## src/core/eq_ctl_params.svh

```systemverilog
// constants of the serial-mode control logic of the dual-channel equalizer
// Summary of operation
// RULE_01: serial control mode while mode select high
// RULE_02: chip select low disables the serial interface
// RULE_03: seven-bit address, upper four bits fixed 0101
// RULE_04: straps pulled up; low strap inverts address bit
// RULE_05: reset input high resets all digital logic
// RULE_06: channel A off input high disables output
// RULE_07: channel B off input high disables output
// RULE_08: channel A loss flag high below threshold
// RULE_09: channel B loss flag high below threshold
// RULE_10: data line open drain, device only pulls low
// RULE_11: serial clock is input only from controller
// RULE_12: internal squelch enabled by serially written setting
// RULE_13: standard framing, start, stop, acknowledge, target only
`ifndef EQ_CTL_PARAMS_SVH
`define EQ_CTL_PARAMS_SVH

// fixed upper address bits
`define ADDR_FIXED_HI   4'h5
// register map reached over the serial interface
`define REG_CTRL        2'h0
`define REG_STAT        2'h1
`define REG_COUNT       4
`define REG_RESET       8'h00
// control register fields
`define CTRL_SQUELCH_A  0
`define CTRL_SQUELCH_B  1
// bits per byte on the wire
`define BITS_PER_BYTE   4'h8

// positions of the pins in the synchroniser vector
`define PIN_SCL         0
`define PIN_SDA         1
`define PIN_CS          2
`define PIN_MODE        3
`define PIN_OFF_A       4
`define PIN_OFF_B       5
`define PIN_BELOW_A     6
`define PIN_BELOW_B     7
`define PIN_STRAP_0     8
`define PIN_STRAP_1     9
`define PIN_STRAP_2     10
`define PIN_COUNT       11

`endif

```

## src/core/eq_ctl_pkg.sv

```systemverilog
// types shared by the serial-mode control logic
package eq_ctl_pkg;
`include "eq_ctl_params.svh"

   // serial target protocol states
   typedef enum logic [2:0] {
      ST_IDLE,
      ST_ADDR,
      ST_ACK_ADDR,
      ST_WRITE,
      ST_WACK,
      ST_READ,
      ST_RACK,
      ST_IGNORE
   } bus_state_t;

   // two-stage synchroniser state
   typedef struct packed {
      logic [`PIN_COUNT-1:0] meta;
      logic [`PIN_COUNT-1:0] sync;
   } sync_state_t;

   // whole state of the control block
   typedef struct packed {
      bus_state_t      state;
      logic            scl_prev;
      logic            sda_prev;
      logic [7:0]      shift;
      logic [7:0]      tx;
      logic [3:0]      bitcnt;
      logic            rd;
      logic            ptr_loaded;
      logic [1:0]      ptr;
      logic [3:0][7:0] regs;
      logic            sda_oe;
      logic            out_en_a;
      logic            out_en_b;
      logic            los_oe_a;
      logic            los_oe_b;
   } ctl_state_t;

endpackage

```

## src/core/eq_pin_sync.sv

```systemverilog
// two flip-flop synchroniser for all asynchronous pins of the control block
`timescale 1ns/1ps
`default_nettype none
`include "eq_ctl_params.svh"
module eq_pin_sync
   import eq_ctl_pkg::*;
(
   // clock and reset
   input  wire logic                  clk,
   input  wire logic                  rst,
   // raw pins and their synchronised copies
   input  wire logic [`PIN_COUNT-1:0] pins,
   output logic      [`PIN_COUNT-1:0] pins_sync
);

   sync_state_t st;       // registered state
   sync_state_t next_st;  // next value

   // first stage feeds only the second stage
   always_comb begin
      next_st      = st;
      next_st.meta = pins;
      next_st.sync = st.meta;
   end

   // reset to zero; callers must tolerate two cycles of zero after release
   always_ff @(posedge clk or posedge rst) begin
      if (rst) begin
         st <= '0;
      end else begin
         st <= next_st;
      end
   end

   assign pins_sync = st.sync;

endmodule
`default_nettype wire

```

## src/core/eq_serial_ctl.sv

```systemverilog
// serial-mode control logic: two-wire target, squelch, output and loss pins
`timescale 1ns/1ps
`default_nettype none
`include "eq_ctl_params.svh"
module eq_serial_ctl
   import eq_ctl_pkg::*;
(
   // clock and reset
   input  wire logic MCLK,
   input  wire logic RST,
   // mode and interface select pins
   input  wire logic MODE_SEL,
   input  wire logic CHIP_SEL,
   // two-wire serial interface
   input  wire logic SCL,
   input  wire logic SDA_I,
   output logic      SDA_O,
   output logic      SDA_OE,
   // address straps
   input  wire logic ADDR_STRAP_2,
   input  wire logic ADDR_STRAP_1,
   input  wire logic ADDR_STRAP_0,
   // output stage disable pins
   input  wire logic CHAN_A_OUTPUT_OFF,
   input  wire logic CHAN_B_OUTPUT_OFF,
   // analog amplitude detector results
   input  wire logic CHAN_A_BELOW_THRESH,
   input  wire logic CHAN_B_BELOW_THRESH,
   // output stage enables toward the analog path
   output logic      CHAN_A_OUT_ENABLE,
   output logic      CHAN_B_OUT_ENABLE,
   // open-drain loss-of-signal pins
   output logic      CHAN_A_SIGNAL_LOST_O,
   output logic      CHAN_A_SIGNAL_LOST_OE,
   output logic      CHAN_B_SIGNAL_LOST_O,
   output logic      CHAN_B_SIGNAL_LOST_OE
);

   // target address from the straps: bit 2 follows, bits 1 and 0 invert
   function automatic logic [6:0] dev_addr(input logic [2:0] strap);
      dev_addr = {`ADDR_FIXED_HI, strap[2], ~strap[1], ~strap[0]}; // [RULE_03] [RULE_04]
   endfunction

   // read data: status register shows live pin state, others read back
   function automatic logic [7:0] read_byte(input logic [3:0][7:0] regs,
                                            input logic [1:0]      idx,
                                            input logic [3:0]      live);
      if (idx == `REG_STAT) begin
         read_byte = {4'h0, live};
      end else begin
         read_byte = regs[idx];
      end
   endfunction

   logic [`PIN_COUNT-1:0] pin_raw;   // raw asynchronous pins
   logic [`PIN_COUNT-1:0] pin_s;     // synchronised pins
   ctl_state_t            st;        // registered state
   ctl_state_t            next_st;   // next value
   logic                  scl;       // synced clock line
   logic                  sda;       // synced data line
   logic                  serial_on; // interface enabled
   logic                  scl_rise;  // clock line rose
   logic                  scl_fall;  // clock line fell
   logic                  start_c;   // start condition seen
   logic                  stop_c;    // stop condition seen
   logic [2:0]            strap;     // synced straps
   logic [3:0]            live;      // live status bits

   // every pin crosses into the clock domain before use
   assign pin_raw = {ADDR_STRAP_2, ADDR_STRAP_1, ADDR_STRAP_0,
                     CHAN_B_BELOW_THRESH, CHAN_A_BELOW_THRESH,
                     CHAN_B_OUTPUT_OFF, CHAN_A_OUTPUT_OFF,
                     MODE_SEL, CHIP_SEL, SDA_I, SCL};

   eq_pin_sync u_sync (
      .clk       (MCLK),
      .rst       (RST),
      .pins      (pin_raw),
      .pins_sync (pin_s)
   );

   // the clock line is only ever sampled, never driven
   assign scl       = pin_s[`PIN_SCL]; // [RULE_11]
   assign sda       = pin_s[`PIN_SDA];
   assign strap     = {pin_s[`PIN_STRAP_2], pin_s[`PIN_STRAP_1], pin_s[`PIN_STRAP_0]};
   assign live      = {pin_s[`PIN_BELOW_B], pin_s[`PIN_BELOW_A],
                       pin_s[`PIN_OFF_B], pin_s[`PIN_OFF_A]};
   // serial mode needs mode select high and chip select high
   assign serial_on = pin_s[`PIN_MODE] & pin_s[`PIN_CS]; // [RULE_01] [RULE_02]
   // edges and bus conditions from the previous sample
   assign scl_rise  = scl & ~st.scl_prev;
   assign scl_fall  = ~scl & st.scl_prev;
   assign start_c   = scl & st.scl_prev & st.sda_prev & ~sda; // [RULE_13]
   assign stop_c    = scl & st.scl_prev & ~st.sda_prev & sda; // [RULE_13]

   // next-state logic of the whole block
   always_comb begin
      logic [7:0] rdata;
      rdata          = read_byte(st.regs, st.ptr, live);
      next_st        = st;
      next_st.scl_prev = scl;
      next_st.sda_prev = sda;
      // output stage off by pin, or by squelch when the signal is lost
      next_st.out_en_a = ~(pin_s[`PIN_OFF_A] |
                           (st.regs[`REG_CTRL][`CTRL_SQUELCH_A] & pin_s[`PIN_BELOW_A])); // [RULE_06] [RULE_12]
      next_st.out_en_b = ~(pin_s[`PIN_OFF_B] |
                           (st.regs[`REG_CTRL][`CTRL_SQUELCH_B] & pin_s[`PIN_BELOW_B])); // [RULE_07] [RULE_12]
      // loss pin released (pulled high) when below, pulled low otherwise
      next_st.los_oe_a = ~pin_s[`PIN_BELOW_A]; // [RULE_08]
      next_st.los_oe_b = ~pin_s[`PIN_BELOW_B]; // [RULE_09]
      if (!serial_on) begin
         // interface off: release the data line and forget the transfer
         next_st.state  = ST_IDLE; // [RULE_01] [RULE_02]
         next_st.sda_oe = 1'b0;
      end else if (start_c) begin
         // start or repeated start: always look for our address
         next_st.state  = ST_ADDR; // [RULE_13]
         next_st.bitcnt = 4'h0;
         next_st.sda_oe = 1'b0;
      end else if (stop_c) begin
         next_st.state  = ST_IDLE; // [RULE_13]
         next_st.sda_oe = 1'b0;
      end else if (scl_rise) begin
         // data is sampled while the clock line is high
         case (st.state)
            ST_ADDR, ST_WRITE: begin
               if (st.bitcnt != `BITS_PER_BYTE) begin
                  next_st.shift  = {st.shift[6:0], sda};
                  next_st.bitcnt = st.bitcnt + 4'h1;
               end
            end
            ST_RACK: begin
               // a not-acknowledge ends the read until the next start
               if (sda) begin
                  next_st.state = ST_IGNORE; // [RULE_13]
               end
            end
            default: begin
            end
         endcase
      end else if (scl_fall) begin
         // the data line only changes while the clock line is low
         case (st.state)
            ST_ADDR: begin
               if (st.bitcnt == `BITS_PER_BYTE) begin
                  if (st.shift[7:1] == dev_addr(strap)) begin
                     next_st.sda_oe = 1'b1; // [RULE_03]
                     next_st.rd     = st.shift[0];
                     next_st.state  = ST_ACK_ADDR;
                  end else begin
                     next_st.state  = ST_IGNORE;
                  end
               end
            end
            ST_ACK_ADDR: begin
               if (st.rd) begin
                  next_st.tx     = rdata;
                  next_st.ptr    = st.ptr + 2'h1;
                  next_st.sda_oe = ~rdata[7]; // [RULE_10]
                  next_st.bitcnt = 4'h1;
                  next_st.state  = ST_READ;
               end else begin
                  next_st.sda_oe     = 1'b0;
                  next_st.bitcnt     = 4'h0;
                  next_st.ptr_loaded = 1'b0;
                  next_st.state      = ST_WRITE;
               end
            end
            ST_WRITE: begin
               if (st.bitcnt == `BITS_PER_BYTE) begin
                  next_st.sda_oe = 1'b1;
                  next_st.state  = ST_WACK;
                  if (!st.ptr_loaded) begin
                     // first byte selects the register, upper bits ignored
                     next_st.ptr        = st.shift[1:0];
                     next_st.ptr_loaded = 1'b1;
                  end else begin
                     // status is read-only; a write to it only moves on
                     if (st.ptr != `REG_STAT) begin
                        next_st.regs[st.ptr] = st.shift; // [RULE_12]
                     end
                     next_st.ptr = st.ptr + 2'h1;
                  end
               end
            end
            ST_WACK: begin
               next_st.sda_oe = 1'b0;
               next_st.bitcnt = 4'h0;
               next_st.state  = ST_WRITE;
            end
            ST_READ: begin
               if (st.bitcnt == `BITS_PER_BYTE) begin
                  next_st.sda_oe = 1'b0;
                  next_st.state  = ST_RACK;
               end else begin
                  next_st.tx     = {st.tx[6:0], 1'b0};
                  next_st.sda_oe = ~st.tx[6]; // [RULE_10]
                  next_st.bitcnt = st.bitcnt + 4'h1;
               end
            end
            ST_RACK: begin
               // acknowledged: next byte, pointer wraps round the map
               next_st.tx     = rdata;
               next_st.ptr    = st.ptr + 2'h1;
               next_st.sda_oe = ~rdata[7];
               next_st.bitcnt = 4'h1;
               next_st.state  = ST_READ;
            end
            default: begin
            end
         endcase
      end
   end

   // one register for all state; reset clears every field except the output and loss enables, which it sets high
   always_ff @(posedge MCLK or posedge RST) begin
      if (RST) begin
         st          <= '0; // [RULE_05]
         st.out_en_a <= 1'b1;
         st.out_en_b <= 1'b1;
         st.los_oe_a <= 1'b1;
         st.los_oe_b <= 1'b1;
      end else begin
         st <= next_st;
      end
   end

   // open-drain pins only ever drive low
   assign SDA_O                 = 1'b0; // [RULE_10]
   assign SDA_OE                = st.sda_oe;
   assign CHAN_A_OUT_ENABLE     = st.out_en_a;
   assign CHAN_B_OUT_ENABLE     = st.out_en_b;
   assign CHAN_A_SIGNAL_LOST_O  = 1'b0;
   assign CHAN_A_SIGNAL_LOST_OE = st.los_oe_a;
   assign CHAN_B_SIGNAL_LOST_O  = 1'b0;
   assign CHAN_B_SIGNAL_LOST_OE = st.los_oe_b;
endmodule
`default_nettype wire

```

## config.mk

```make
export PLATFORM = sky130hd
export DESIGN_NAME = eq_serial_ctl
export DESIGN_NICKNAME = d
export VERILOG_FILES = /design/src/core/eq_ctl_pkg.sv /design/src/core/eq_pin_sync.sv /design/src/core/eq_serial_ctl.sv
export VERILOG_INCLUDE_DIRS = /design/src /design/src/core
export SDC_FILE = /design/constraint.sdc
export NUM_CORES = 1
export LEC_CHECK = 0
export BUFFER_PORTS_ARGS = -buffer_cell sky130_fd_sc_hd__buf_2
export CAP_MARGIN = 10
export CORE_MARGIN = 2
export CORE_UTILIZATION = 24
export CTS_CLUSTER_DIAMETER = 40
export CTS_CLUSTER_SIZE = 12
export DETAILED_ROUTE_END_ITERATION = 8
export MAX_ROUTING_LAYER = met4
export PLACE_DENSITY_LB_ADDON = 0.3
export SLEW_MARGIN = 20
export SYNTH_ARGS = -nofsm -noshare
export SYNTH_HDL_FRONTEND = slang
export SYNTH_HIERARCHICAL = 1
export SYNTH_SLANG_ARGS = --single-unit
```

## constraint.sdc

```tcl
create_clock -name MCLK -period 3.8 [get_ports MCLK]
set_input_delay 0.76 -clock MCLK [delete_from_list [all_inputs] [get_ports MCLK]]
set_output_delay 0.76 -clock MCLK [all_outputs]
set_load 0.1 [all_outputs]
```

==> flow_metrics.py <==
metrics = {
    "outcome": {
        "run_status": "completed",
    },
    "synth": {
        "yosysWarnings": 6,
        "synth_top_area_cell": "dfrtp_1",
        "synth_seq_cells": 87,
        "async_reset_ff_frac": 1.00,
        "syn_inst": 314,
        "yosys.cell_types.count": 49,
        "synth.avg_cell_area_um2": 12.4,
        "synth_edf_count": 0,
        "synth_flop_cell": "dfrtp_1",
        "synth_top_area_frac": 0.532,
        "yosys-top-cells-count": "dfrtp_1, mux2_2, nand2_1",
        "yosysMostFrequentCell": "dfrtp_1",
        "yosys-top-cells-area": "dfrtp_1, mux2_2, mux4_2",
        "ys_seq_area_frac": 0.559,
        "synth_area_um2": 3900,
    },
    "timing": {
        "max_freq_ghz": 0.439,
        "drv_slew": 0,
        "period_share": 0.600,
        "tns_ps": 0,
        "hold_violations": 0,
        "setup_slack_ps": 1520,
        "period_needed_ps": 2280,
        "rsz0062_at_grt": "no",
        "skew_ps": 4.56,
        "worst_pin_slew_ps": 864,
        "finalSetupViolCount": 0,
        "max_slew_margin": 0.423,
    },
    "grt": {
        "grt_pass1_wl_mm": 12.4,
        "track_usage": 0.0945,
        "antenna_found_initial": 0,
        "first_global_vias": 2361,
        "gr-total-overflow": 0,
        "grt_max_degree": 50,
    },
    "route": {
        "wl_per_cell_um": 13.9,
        "vias_per_cell": 4.38,
        "drtIter0Drc": 162,
        "post-route-drc-count": 0,
        "first_pass_iters": 4,
        "num_vias": 2390,
        "antenna_left": 0,
        "routed_wl_mm": 7.59,
    },
    "setup_path": {
        "cp_max_fo": 8,
        "critPathTopFamily": "simple AND/OR/NAND/NOR gates",
        "critPathBufInv": 1,
        "timing.rr.start": "st[41]",
        "arrival_ps": 2510,
        "worstSetupPathType": "reg2reg",
        "worstPathRequired_ps": 4030,
        "crit_slowest_cell": "nor4b_4",
        "reg2regPathDepth": 6,
        "cp_cell_sequence": "inv_1 > ha_1 > nand3b_1 > nand3_1 > nor4b_4 > mux2_2",
        "end_kind": "flop",
        "startpoint_type": "flop",
        "slowest_delay_ps": 680,
        "r2r_end": "st[57]",
        "crit_start": "st[41]",
        "rrSetupSlack_ps": 1520,
    },
    "finish": {
        "multiInputGateArea_um2": 1580,
        "register_area_um2": 2180,
        "drive_gt1_frac": 0.270,
        "final_util": 0.281,
        "final_nets": 349,
        "n_fill_cell": 1648,
        "synthToLayoutAreaGrowth_pct": 14.3,
        "num_antenna_cells": 0,
    },
    "clock_tree": {
        "cts.path.max_buffers": 2,
        "post_cts_resized": 0,
        "worstSkewPairLatency_ps": 340,
        "numCtsBuffers": 9,
        "path_clk_slew_ps": 60,
        "cts_tree": "done",
        "cts_max_level": 3,
        "cts_setup_buffers": 0,
        "clock-sinks": 87,
        "hold_buffers": 0,
        "root_buffer": "clkbuf_16",
    },
    "die": {
        "die_x_um": 132,
        "die_area_um2": 17300,
        "start_util": 0.246,
        "die_h_um": 132,
        "core-area_um2": 15900,
        "row_count": 46,
        "ios": 21,
    },
    "min_path": {
        "min_from": "u_sync/next_st[0]",
        "min_path_cells": 0,
        "hold_path.class": "reg2reg",
        "hold_end": "u_sync/pins_sync[0]",
    },
    "power_and_ir_drop": {
        "ir_worst_vdd_uv": 267,
        "power.leakage_nw": 2.01,
        "powerDensity_nw_per_um2": 451,
    },
    "placed_design": {
        "hpwlAfterDp_mm": 5.38,
        "place_congestion": 0.771,
        "io_buffers": 17,
        "pre_cts_slack_ps": 1420,
    },
    "flow_run": {
        "maxCapViolations": 0,
    },
}
## report_power, final
part           switching, mW  internal (mW)  leakage, nW
Sequential            0.0442          0.955         1.14
Clock                  0.385          0.451        0.138
Combinational          0.116         0.0632        0.726
Total                  0.546           1.47         2.01
## placed cells by master, fill, tap and decap left out, types with 4 or more instances in the layout
master | synthesis | final
o31ai_1 | 5 | 5
buf_2 | 5 | 17
clkbuf_16 | 0 | 9
mux2i_1 | 5 | 5
o21ai_0 | 18 | 17
ha_1 | 11 | 11
dfstp_2 | 4 | 4
a31oi_1 | 5 | 5
a21oi_1 | 11 | 11
mux4_2 | 8 | 8
nand2_1 | 20 | 20
nand3b_1 | 5 | 5
dfrtp_1 | 83 | 83
nand2b_1 | 6 | 6
mux2_2 | 32 | 32
nor2_1 | 13 | 13
inv_1 | 16 | 15
nor3_1 | 6 | 6
## cell families after synthesis
| logic type | after synthesis | synth area share |
|---|---|---|
| AOI/OAI and AO/OA | 59 | 0.0980 |
| xor gates and xnor gates | 4 | 0.00897 |
| adders and majority gates | 11 | 0.0352 |
| buffers and inverters | 36 | 0.0391 |
| DFF | 87 | 0.559 |
| muxes | 45 | 0.151 |
| other | 1 | 0.000960 |
| and+or+nand+nor | 71 | 0.108 |
## cell type report
type                    count  area share
clock buffers               9      0.0504
clock inverters             7      0.0123
inverters                  16      0.0137
multi-input cells         193       0.353
flip-flops and latches     87       0.489
well taps                 216      0.0605
repair buffers             18      0.0207
## how the worst max path moves through the flow
stage / to / cells past startpoint
after detailed placement: st[47] / 6
final: st[57] / 6
after floorplan: SDA_OE / 1
after CTS: st[45] / 5
after global routing: st[65] / 6
after global placement: st[45] / 5
## metrics by stage
step	hold slack, ps	cells	area, um^2	power, mW
2_1_floorplan	331	316	3910	1.15
3_3_place_gp	332	530	4180	1.20
3_5_place_dp	336	530	4180	1.20
4_1_cts	353	546	4460	2.04
5_1_grt	363	546	4460	2.11
6_report	349	546	4460	2.01
## metal layers
metal  global-route usage  share of wire
met1                0.124           0.49
met2                0.136           0.46
met3               0.0285          0.033
met4               0.0386          0.019
met5                    -              0
No activity file was read; power rests on OpenSTA's default activity.
